==> config.mk <==
export PLATFORM = sky130hd
export DESIGN_NAME = pct_timer
export DESIGN_NICKNAME = d
export VERILOG_FILES = /design/src/pkg/pct_pkg.sv /design/src/logic/pct_timer.sv
export SDC_FILE = /design/constraint.sdc
export NUM_CORES = 1
export LEC_CHECK = 0
export BUFFER_PORTS_ARGS = -buffer_cell sky130_fd_sc_hd__buf_4
export CAP_MARGIN = 25
export CORE_MARGIN = 1
export CORE_UTILIZATION = 60
export DETAILED_ROUTE_END_ITERATION = 10
export PLACE_DENSITY = 0.86
export SLEW_MARGIN = 20
export SYNTH_ARGS = -nofsm -noshare
export SYNTH_HDL_FRONTEND = slang
export SYNTH_SLANG_ARGS = --single-unit
==> constraint.sdc <==
create_clock -name hclk -period 5.5 [get_ports hclk]
set_input_delay 0.55 -clock hclk [delete_from_list [all_inputs] [get_ports hclk]]
set_output_delay 0.55 -clock hclk [all_outputs]
set_load 0.1 [all_outputs]
==> src/pkg/pct_pkg.sv <==
// Constants, field layout and types of the pulse capture timer.
// Assumes a 32-bit AHB-Lite register bus; each register is one aligned word.
package pct_pkg;
  // ****************************************
  // Register indices (byte address = 4 * index)
  // ****************************************
  localparam logic [29:0] IDX_MODE = 30'h0A0;
  localparam logic [29:0] IDX_CNT_LO = 30'h0A1;
  localparam logic [29:0] IDX_CNT_HI = 30'h0A2;
  localparam logic [29:0] IDX_EVT_LO = 30'h0A3;
  localparam logic [29:0] IDX_EVT_HI = 30'h0A4;
  localparam logic [29:0] IDX_EVT_CTL = 30'h0A5;
  localparam logic [29:0] IDX_STAT = 30'h0A6;
  // ****************************************
  // Fields and reset values
  // ****************************************
  localparam int RUN_BIT = 7;
  localparam int PSEL_HI = 6;
  localparam int PSEL_LO = 4;
  localparam int SRC_BIT = 3;
  localparam int GO_BIT = 2;
  localparam int CAPM_HI = 1;
  localparam int CAPM_LO = 0;
  localparam int EVT_EN_BIT = 7;
  localparam int FLAG_BIT = 0;
  localparam logic [7:0] BYTE_RST = 8'h00;
  localparam logic [6:0] PRESC_MASK = 7'h7F;
  localparam logic [15:0] CNT_MAX = 16'hFFFF;
  localparam logic [11:0] EVT_MAX = 12'hFFF;
  // ****************************************
  // Capture modes and states
  // ****************************************
  localparam logic [1:0] CAP_OFF = 2'h0;
  localparam logic [1:0] CAP_HIGH = 2'h1;
  localparam logic [1:0] CAP_LOW = 2'h2;
  localparam logic [1:0] CAP_CYCLE = 2'h3;
  typedef enum logic [2:0] {
    CAP_IDLE = 3'b001,
    CAP_WAIT = 3'b010,
    CAP_RUN = 3'b100
  } pct_cap_e;
endpackage : pct_pkg

==> src/logic/pct_timer.sv <==
// 16-bit pulse capture timer with prescaler, event counter and AHB-Lite slave.
// Assumes hclk is the instruction clock and inputs are synchronous to it.
//
// Added by the designer: the AHB-Lite interface to the registers.
`timescale 1ns/1ps
`default_nettype none
module pct_timer
  import pct_pkg::*;
(
  // Clock and reset
  input wire logic hclk,
  input wire logic hresetn,
  // AHB-Lite slave
  input wire logic hsel,
  input wire logic [31:0] haddr,
  input wire logic [1:0] htrans,
  input wire logic hwrite,
  input wire logic [2:0] hsize,
  input wire logic [31:0] hwdata,
  input wire logic hready,
  output logic hreadyout,
  output logic hresp,
  output logic [31:0] hrdata,
  // Capture sources
  input wire logic cap_pin,
  input wire logic cmp_out,
  // System
  input wire logic green_mode,
  output logic wake_req,
  output logic overflow_flag
);
  // ****************************************
  // Declarations
  // ****************************************
  logic [7:0] mode_reg;
  logic [15:0] cnt_reg;
  logic [7:0] cnt_hi_buf_reg;
  logic [7:0] cnt_rd_hi_reg;
  logic [11:0] evt_reg;
  logic [3:0] evt_hi_buf_reg;
  logic [3:0] evt_rd_hi_reg;
  logic evt_en_reg;
  logic flag_reg;
  logic wake_reg;
  logic [6:0] presc_reg;
  logic [1:0] in_s1_reg;
  logic [1:0] in_s2_reg;
  logic [1:0] in_prev_reg;
  pct_cap_e cap_reg;
  logic dp_wr_reg;
  logic dp_rd_reg;
  logic [29:0] dp_idx_reg;
  logic ready_reg;
  logic [31:0] rdata_reg;
  logic [7:0] rd_val;

  logic run;
  logic capture_source_sel;
  logic [2:0] psel;
  logic [1:0] capm;
  logic cap_on;
  logic acc;
  logic wr_mode;
  logic wr_clo;
  logic wr_chi;
  logic wr_elo;
  logic wr_ehi;
  logic wr_ectl;
  logic wr_stat;
  logic rd_now;
  logic [6:0] pmask;
  logic tick;
  logic rise;
  logic fall;
  logic start_edge;
  logic stop_edge;
  logic go_req;
  logic evt_ovf;
  logic cap_done;
  logic count_en;
  logic ovf_evt;
  logic flag_clr;

  // ****************************************
  // Decode
  // ****************************************
  assign run = mode_reg[RUN_BIT];
  assign psel = mode_reg[PSEL_HI:PSEL_LO];
  assign capm = mode_reg[CAPM_HI:CAPM_LO];
  assign cap_on = (capm != CAP_OFF);
  assign capture_source_sel = mode_reg[SRC_BIT];
  assign acc = hsel & htrans[1] & hready;
  assign wr_mode = dp_wr_reg & (dp_idx_reg == IDX_MODE);
  assign wr_clo = dp_wr_reg & (dp_idx_reg == IDX_CNT_LO);
  assign wr_chi = dp_wr_reg & (dp_idx_reg == IDX_CNT_HI);
  assign wr_elo = dp_wr_reg & (dp_idx_reg == IDX_EVT_LO);
  assign wr_ehi = dp_wr_reg & (dp_idx_reg == IDX_EVT_HI);
  assign wr_ectl = dp_wr_reg & (dp_idx_reg == IDX_EVT_CTL);
  assign wr_stat = dp_wr_reg & (dp_idx_reg == IDX_STAT);
  assign rd_now = dp_rd_reg & ~ready_reg;

  // ****************************************
  // Prescaler and edges
  // ****************************************
  assign pmask = PRESC_MASK >> psel;
  assign tick = ((presc_reg & pmask) == pmask);
  // Both lines are synchronised apart, so a source change never looks like an edge
  assign rise = in_s2_reg[capture_source_sel] & ~in_prev_reg[capture_source_sel];
  assign fall = ~in_s2_reg[capture_source_sel] & in_prev_reg[capture_source_sel];
  assign start_edge = (capm == CAP_LOW) ? fall : rise;
  assign stop_edge = (capm == CAP_HIGH) ? fall : rise;
  assign go_req = wr_mode & hwdata[GO_BIT]
    & (hwdata[CAPM_HI:CAPM_LO] != CAP_OFF);
  assign evt_ovf = evt_en_reg & (cap_reg == CAP_RUN) & rise
    & (evt_reg == EVT_MAX);
  assign cap_done = run & cap_on & (cap_reg == CAP_RUN)
    & (evt_en_reg ? evt_ovf : stop_edge);
  assign count_en = run & tick & ~cap_done
    & (~cap_on | (cap_reg == CAP_RUN));
  assign ovf_evt = count_en & (cnt_reg == CNT_MAX);
  assign flag_clr = wr_stat & hwdata[FLAG_BIT];

  always_ff @(posedge hclk or negedge hresetn) begin
    if (!hresetn) begin
      presc_reg <= '0;
    end else begin
      presc_reg <= presc_reg + 7'h01;
    end
  end

  always_ff @(posedge hclk or negedge hresetn) begin
    if (!hresetn) begin
      in_s1_reg <= 2'b00;
      in_s2_reg <= 2'b00;
      in_prev_reg <= 2'b00;
    end else begin
      in_s1_reg <= {cmp_out, cap_pin};
      in_s2_reg <= in_s1_reg;
      in_prev_reg <= in_s2_reg;
    end
  end

  // ****************************************
  // Mode register and capture sequencer
  // ****************************************
  always_ff @(posedge hclk or negedge hresetn) begin
    if (!hresetn) begin
      mode_reg <= BYTE_RST;
    end else if (wr_mode) begin
      mode_reg <= hwdata[7:0];
    end else if (cap_done) begin
      mode_reg[GO_BIT] <= 1'b0;
    end
  end

  always_ff @(posedge hclk or negedge hresetn) begin
    if (!hresetn) begin
      cap_reg <= CAP_IDLE;
    end else if (go_req) begin
      cap_reg <= CAP_WAIT;
    end else if (wr_mode | ~cap_on) begin
      cap_reg <= (wr_mode & hwdata[GO_BIT] & cap_on) ? cap_reg : CAP_IDLE;
    end else begin
      unique case (cap_reg)
        CAP_IDLE: begin
          cap_reg <= CAP_IDLE;
        end
        CAP_WAIT: begin
          if (run & start_edge) begin
            cap_reg <= CAP_RUN;
          end
        end
        CAP_RUN: begin
          if (cap_done) begin
            cap_reg <= CAP_IDLE;
          end
        end
        default: begin
          cap_reg <= CAP_IDLE;
        end
      endcase
    end
  end

  // ****************************************
  // Counter, event counter and flag
  // ****************************************
  always_ff @(posedge hclk or negedge hresetn) begin
    if (!hresetn) begin
      cnt_reg <= '0;
    end else if (wr_clo) begin
      cnt_reg <= {cnt_hi_buf_reg, hwdata[7:0]};
    end else if (go_req) begin
      cnt_reg <= '0;
    end else if (count_en) begin
      cnt_reg <= cnt_reg + 16'h0001;
    end
  end

  always_ff @(posedge hclk or negedge hresetn) begin
    if (!hresetn) begin
      cnt_hi_buf_reg <= BYTE_RST;
      evt_hi_buf_reg <= '0;
    end else begin
      if (wr_chi) begin
        cnt_hi_buf_reg <= hwdata[7:0];
      end
      if (wr_ehi) begin
        evt_hi_buf_reg <= hwdata[3:0];
      end
    end
  end

  always_ff @(posedge hclk or negedge hresetn) begin
    if (!hresetn) begin
      evt_reg <= '0;
    end else if (wr_elo) begin
      evt_reg <= {evt_hi_buf_reg, hwdata[7:0]};
    end else if (evt_en_reg & cap_on & (cap_reg == CAP_RUN) & rise) begin
      evt_reg <= evt_reg + 12'h001;
    end
  end

  always_ff @(posedge hclk or negedge hresetn) begin
    if (!hresetn) begin
      evt_en_reg <= 1'b0;
    end else if (wr_ectl) begin
      evt_en_reg <= hwdata[EVT_EN_BIT];
    end
  end

  always_ff @(posedge hclk or negedge hresetn) begin
    if (!hresetn) begin
      flag_reg <= 1'b0;
    end else begin
      flag_reg <= ovf_evt | cap_done | (flag_reg & ~flag_clr);
    end
  end

  always_ff @(posedge hclk or negedge hresetn) begin
    if (!hresetn) begin
      wake_reg <= 1'b0;
    end else begin
      wake_reg <= green_mode & ovf_evt;
    end
  end

  // ****************************************
  // AHB-Lite slave
  // ****************************************
  always_ff @(posedge hclk or negedge hresetn) begin
    if (!hresetn) begin
      dp_wr_reg <= 1'b0;
      dp_rd_reg <= 1'b0;
      dp_idx_reg <= '0;
    end else if (acc) begin
      dp_wr_reg <= hwrite;
      dp_rd_reg <= ~hwrite;
      dp_idx_reg <= haddr[31:2];
    end else if (hready) begin
      dp_wr_reg <= 1'b0;
      dp_rd_reg <= 1'b0;
    end
  end

  always_ff @(posedge hclk or negedge hresetn) begin
    if (!hresetn) begin
      ready_reg <= 1'b1;
    end else begin
      ready_reg <= ~(acc & ~hwrite);
    end
  end

  always_comb begin
    rd_val = 8'h00;
    unique case (dp_idx_reg)
      IDX_MODE: rd_val = mode_reg;
      IDX_CNT_LO: rd_val = cnt_reg[7:0];
      IDX_CNT_HI: rd_val = cnt_rd_hi_reg;
      IDX_EVT_LO: rd_val = evt_reg[7:0];
      IDX_EVT_HI: rd_val = {4'h0, evt_rd_hi_reg};
      IDX_EVT_CTL: rd_val = {evt_en_reg, 7'h00};
      IDX_STAT: rd_val = {7'h00, flag_reg};
      default: rd_val = 8'h00;
    endcase
  end

  always_ff @(posedge hclk or negedge hresetn) begin
    if (!hresetn) begin
      rdata_reg <= '0;
    end else if (rd_now) begin
      rdata_reg <= {24'h000000, rd_val};
    end
  end

  always_ff @(posedge hclk or negedge hresetn) begin
    if (!hresetn) begin
      cnt_rd_hi_reg <= BYTE_RST;
      evt_rd_hi_reg <= '0;
    end else if (rd_now) begin
      if (dp_idx_reg == IDX_CNT_LO) begin
        cnt_rd_hi_reg <= cnt_reg[15:8];
      end
      if (dp_idx_reg == IDX_EVT_LO) begin
        evt_rd_hi_reg <= evt_reg[11:8];
      end
    end
  end

  assign hreadyout = ready_reg;
  assign hresp = 1'b0;
  assign hrdata = rdata_reg;
  assign wake_req = wake_reg;
  assign overflow_flag = flag_reg;
endmodule : pct_timer
`default_nettype wire

# Word-level counts from Yosys, hierarchy flattened
# Index checks and enable logic that the tools add are counted.
[word_totals]
regBits = 120
input_bits = 77
wordCells = 122
[classes]
add_sub_neg = 3
order_cmp = 1
n_eq_ne = 17
shift = 1
n_mux = 24
bitwise_logic = 46
reduce_logical = 9
[ops]
columns = ["cell", "count"]
rows = [
  ["$eq 30x8->1 const B", 7],
  ["$pmux 8 s7", 1],
  ["$mux 16", 3],
  ["$and 1x1->1", 33],
  ["$mux 12", 2],
  ["$add 16x1->16 const B", 1],
  ["$eq 16x16->1 const B", 1],
  ["$mux 3", 5],
  ["$add 12x1->12 const B", 1],
  ["$eq 12x12->1 const B", 1],
  ["$mux 1", 12],
  ["$reduce_bool 2->1", 5],
  ["$ne 4x4->1 const B", 2],
  ["$not 1->1", 8],
  ["$add 7x1->7 const B", 1],
  ["$and 7x7->7", 1],
  ["$eq 7x7->1", 1],
  ["$shr 7x3->7 const A", 1],
  ["$pmux 3 s2", 1],
  ["$or 1x1->1", 4],
  ["$reduce_and 2->1", 2],
  ["$eq 3x2->1 const B", 1],
  ["$eq 3x3->1 const B", 1],
  ["$ne 3x3->1 const B", 1],
  ["other kinds (5)", 5],
]

# Depth between registers and ports, before layout
[logic_depth]
depth_word = 14
ltp_mapped = 8

# Least setup slack after synthesis
# Ideal clock, no wire load.
[synth_timing]
path_type = "flip-flop to flip-flop"
startpoint = "register mode_reg[3]"
endpoint = "register cnt_reg[8]"
setup_ns = 0.120
arrival_time_ns = 1.844
t_required_ns = 5.380
path_slack_ns = 3.536
stages_incl_launch_ff = 8
synth_period_minus_slack_ns = 1.964
path_cell_list = "dfrtp_1 and3b_4 or2_1 o2111a_2 buf_6 a2111oi_4 xnor2_1 o21ai_2"
[synth_via]
elab_chain_cells = 12
word_cells_on_any_way = 17
cone_classes = "mux (6); bitwise (10); reduce/logical (1)"
[synth_lines]
columns = ["item", "line", "rtl"]
rows = [
  ["start: declaration", "pct_timer.sv:35", "logic [7:0] mode_reg;"],
  ["start signal: assignment", "pct_timer.sv:150", "mode_reg <= hwdata[7:0];"],
  ["$mux 1 (not written as such) (2 in series)", "pct_timer.sv:108, pct_timer.sv:109", ""],
  ["$not 1->1", "pct_timer.sv:108", "assign rise = in_s2_reg[capture_source_sel] & ~in_prev_reg[capture_source_sel];"],
  ["$and 1x1->1", "pct_timer.sv:108", ""],
  ["$and 1x1->1", "pct_timer.sv:114", "assign evt_ovf = evt_en_reg & (cap_reg == CAP_RUN) & rise"],
  ["$and 1x1->1", "pct_timer.sv:115", "& (evt_reg == EVT_MAX);"],
  ["$mux 1 (*)", "pct_timer.sv:117", "& (evt_en_reg ? evt_ovf : stop_edge);"],
  ["$and 1x1->1 (*)", "pct_timer.sv:117", ""],
  ["$not 1->1 (*)", "pct_timer.sv:118", "assign count_en = run & tick & ~cap_done"],
  ["$and 1x1->1 (*)", "pct_timer.sv:118", ""],
  ["$and 1x1->1 (*)", "pct_timer.sv:119", "& (~cap_on | (cap_reg == CAP_RUN));"],
  ["$reduce_bool 3->1 (no line) (*)", "--", ""],
  ["end signal: assignment", "pct_timer.sv:192", "cnt_reg <= {cnt_hi_buf_reg, hwdata[7:0]};"],
  ["end signal: assignment", "pct_timer.sv:196", "cnt_reg <= cnt_reg + 16'h0001;"],
  ["end: declaration", "pct_timer.sv:36", "logic [15:0] cnt_reg;"],
]
# Mark *: on every way between the ends. The rest lies on a longest branch, timed or not. The select of a mux whose other input is x is not followed.
# A chain may end at the register's enable or synchronous reset.

# Worst setup path in the final report
[layout_timing]
startpoint = "register dp_idx_reg[25]"
endpoint = "register evt_reg[3]"
[layout_via]
elab_chain_cells = 3
word_cells_on_any_way = 4
cone_classes = "eq/ne (1); mux (1); bitwise (1); reduce/logical (1)"
[layout_lines]
columns = ["item", "line", "rtl"]
rows = [
  ["start: declaration", "pct_timer.sv:52", "logic [29:0] dp_idx_reg;"],
  ["start signal: assignment", "pct_timer.sv:259", "dp_idx_reg <= haddr[31:2];"],
  ["$eq 30x8->1 (*)", "pct_timer.sv:96", "assign wr_elo = dp_wr_reg & (dp_idx_reg == IDX_EVT_LO);"],
  ["$and 1x1->1 (*)", "pct_timer.sv:96", ""],
  ["$mux 12 or $reduce_bool 2->1 (tied branches)", "--", ""],
  ["end signal: assignment", "pct_timer.sv:218", "evt_reg <= {evt_hi_buf_reg, hwdata[7:0]};"],
  ["end signal: assignment", "pct_timer.sv:220", "evt_reg <= evt_reg + 12'h001;"],
  ["end: declaration", "pct_timer.sv:39", "logic [11:0] evt_reg;"],
]
# Mark *: on every way between the ends. The rest lies on a longest branch, timed or not.

==> metrics <==
Syn Std Cell Area approximately 6100 µm²; DR WL/cell 19.3 µm; Fmax 360 MHz; Final Setup Violations 0; fin crit share 0.504; fin nets 690; clock share of power 0.454; hold crit path type in2async; Vias/cell 6.05; worst hold slack ~0.13 ns; # fillers 650; number of DRC markers in iteration 0 between 300 and 400; Cells after DPL between 700 and 800; main combinational cell family by area after synthesis simple AND/OR/NAND/NOR gates; status complete, no violations; YS warnings 0; Synth async-reset ratio 1.00; Worst EP required 5.87 ns; core area 9820 µm²; Cells after Synth between 500 and 600; slack of the worst reg-to-reg path 2.73 ns; mux contribution to synthesized area 0.136; ys flop type dfrtp_1; CTS tree yes; routability cong. 0.924; IO Port Bufs 57; first-pass GRT wire length 23100 µm; CP Capture Type flip-flop; Netlist cell types 73; XOR/XNOR share of the synthesized area 0.0372; initial antenna violation count 0; diodes inserted 0; HPWL Detailed 9890 µm; sequential share of power 0.432; Root Driver clkbuf_8; Register-to-Register Path Depth 6; antenna violation net count after detailed routing 0; Clock Path Buffers 2; crit path cell chain nor4_1, nand3b_1, nor3_2, nand3_1, nor2_1, a21oi_1; Die Ht between 100 and 150 µm; top-count cell post-synth dfrtp_1; Pint 0.00172 W; Period minus WS final 2.77 ns; final wirelength 14600 µm; Slowest cell on crit path nand3_1; RSZ-0062 raised after global routing false; final core occ 0.723; critical path arrival 3.15 ns; skew final between 0.007 and 0.008 ns; Vias 4569; Non-Filler Instances 755; gr usage total 0.301; DRC 0; kind of critical path reg2reg; max incr delay on CP between 0.6 and 0.7 ns; I/O Pins 113; PD cells approximately 330 nW/µm²; Post-Synth Adder-Cell Area 0.00614; Final Hold Vio Count 0; die area 10600 µm²; MaxCap Viol Count 0; die extent in x 103 µm; post-cts gate resize count 0; total leakage power 3.13 nW; hold buffers post-CTS 0; vias in the first global route 4589; share of cells above drive strength 1 0.285; net switching fraction of the power 0.257; Synth-to-Final Area Change 16.0%; CTS HTree Levels 4; Max-slew headroom 0.394; worst-path fanout max 20; top-area cell type share of the netlist area 0.483; Sw Pwr 0.000595 W; reg-to-reg startpoint dp_idx_reg[25]$_DFFE_PN0P_; r2r endpoint evt_reg[3]$_DFFE_PN0P_; leading area contributor after synthesis dfrtp_1; synth top area cells dfrtp_1 (48%), mux2_2 (10%), nand2_1 (3.3%); setup bufs post-CTS 0; most frequent cells after synthesis dfrtp_1 (118), mux2_2 (57), nand2_1 (54); Clk pin slew, worst setup/hold paths 0.06 ns; simple-gate share of the synthesized area 0.152; CTS sink count 120; max-slew violation count 0; Comb pwr share 0.113; startpoint types flip-flop; Initial Utilization 0.623; cts bufs inserted 17; max reg flops 30; row cnt 36; #FFs+latches synth 120; Seq/Total Area, Yosys 0.491; Setup TNS Final 0 ns; Worst Tran Pin Value 0.901 ns; grt total ovfl 0; TritonRoute pass-1 iters 4; largest net degree at the start of global routing 71; number of enable flip-flop cells after synthesis 0; Synth Area in Compound Gates 0.117; peak supply drop 289 µV; Clock Latency Late Sink ~0.53 ns; Avg Inst Size Synth 11.1 µm²
==> worst max-delay path by stage <==
stage	from	to	slack (ns)
floorplan	mode_reg[3]$_DFFE_PN0P_	cnt_reg[8]$_DFFE_PN0P_	3.54
global placement	dp_idx_reg[25]$_DFFE_PN0P_	evt_reg[9]$_DFFE_PN0P_	2.81
detailed placement	dp_idx_reg[25]$_DFFE_PN0P_	evt_reg[3]$_DFFE_PN0P_	2.72
CTS	dp_idx_reg[25]$_DFFE_PN0P_	evt_reg[3]$_DFFE_PN0P_	2.70
global route	dp_idx_reg[25]$_DFFE_PN0P_	evt_reg[2]$_DFFE_PN0P_	2.45
finish	dp_idx_reg[25]$_DFFE_PN0P_	evt_reg[3]$_DFFE_PN0P_	2.73
==> final cells by class <==
cell class | instances | area [µm²] | share of cell area
flip-flops and latches | 120 | 3010 | 0.424
clock buffers | 30 | 533 | 0.0751
multi-input cells | 392 | 2840 | 0.400
repair buffers | 60 | 450 | 0.0635
well taps | 133 | 166 | 0.0235
inverters | 19 | 71.3 | 0.0101
clock inverters | 1 | 30.0 | 0.00423
==> cell families (layout without fill, tap and decap cells) <==
kind of cell | count (synthesis) | count (layout)
multiplexers | 67 | 67
AND/OR/NAND/NOR | 178 | 178
XOR/XNOR | 26 | 26
flip-flops | 120 | 120
buffers and inverters | 65 | 110
AO/OA/AOI/OAI | 93 | 93
other | 1 | 25
adder cells (fa/ha/maj) | 3 | 3
==> layout by cell type, fill, tap and decap left out, types with 8 or more instances in the layout <==
cell type,synthesis,routed
dfrtp_1,118,118
inv_1,19,19
xnor2_1,20,20
nor3_1,9,8
nand3_1,22,22
nor2_1,31,31
nand2_1,54,54
conb_1,1,25
nand4_1,8,8
clkbuf_16,0,16
o21ai_0,23,23
buf_4,25,60
clkbuf_8,0,8
nor4_1,9,9
mux2_2,57,57
a21oi_1,17,17
==> per-stage QoR <==
stage	area, µm²	power, W	worst slack (ns)
after floorplan	6210	0.00120	3.54
after global placement	6530	0.00126	2.81
after detailed placement	6530	0.00127	2.72
after CTS	7100	0.00232	2.70
after global routing	7100	0.00239	2.45
final	7100	0.00232	2.73
==> critical path, delay by kind of cell, from the launching register on <==
| kind | cells | cell delay (ns) |
|---|---|---|
| AOI/OAI and AO/OA | 1 | 0.07 |
| and+or+nand+nor | 5 | 2.18 |
| DFF | 1 | 0.38 |
==> metal layers <==
metal / vias up / share of wire / track usage
met2: 201 / 0.48 / 0.464
met5: - / 0 / 0
met1: 2252 / 0.40 / 0.379
met4: 0 / 0.044 / 0.170
met3: 61 / 0.074 / 0.0936
li1: 2055 / - / -
==> power groups by stage <==
stage | combinational, W | clock [W] | sequential (W)
after floorplan | 0.000222 | 0 | 0.000978
after global placement | 0.000254 | 0 | 0.00101
after detailed placement | 0.000260 | 0 | 0.00101
after CTS | 0.000263 | 0.00106 | 0.00100
after global routing | 0.000280 | 0.00110 | 0.00101
final | 0.000262 | 0.00105 | 0.00100
Power figures use the tool's default switching activity.
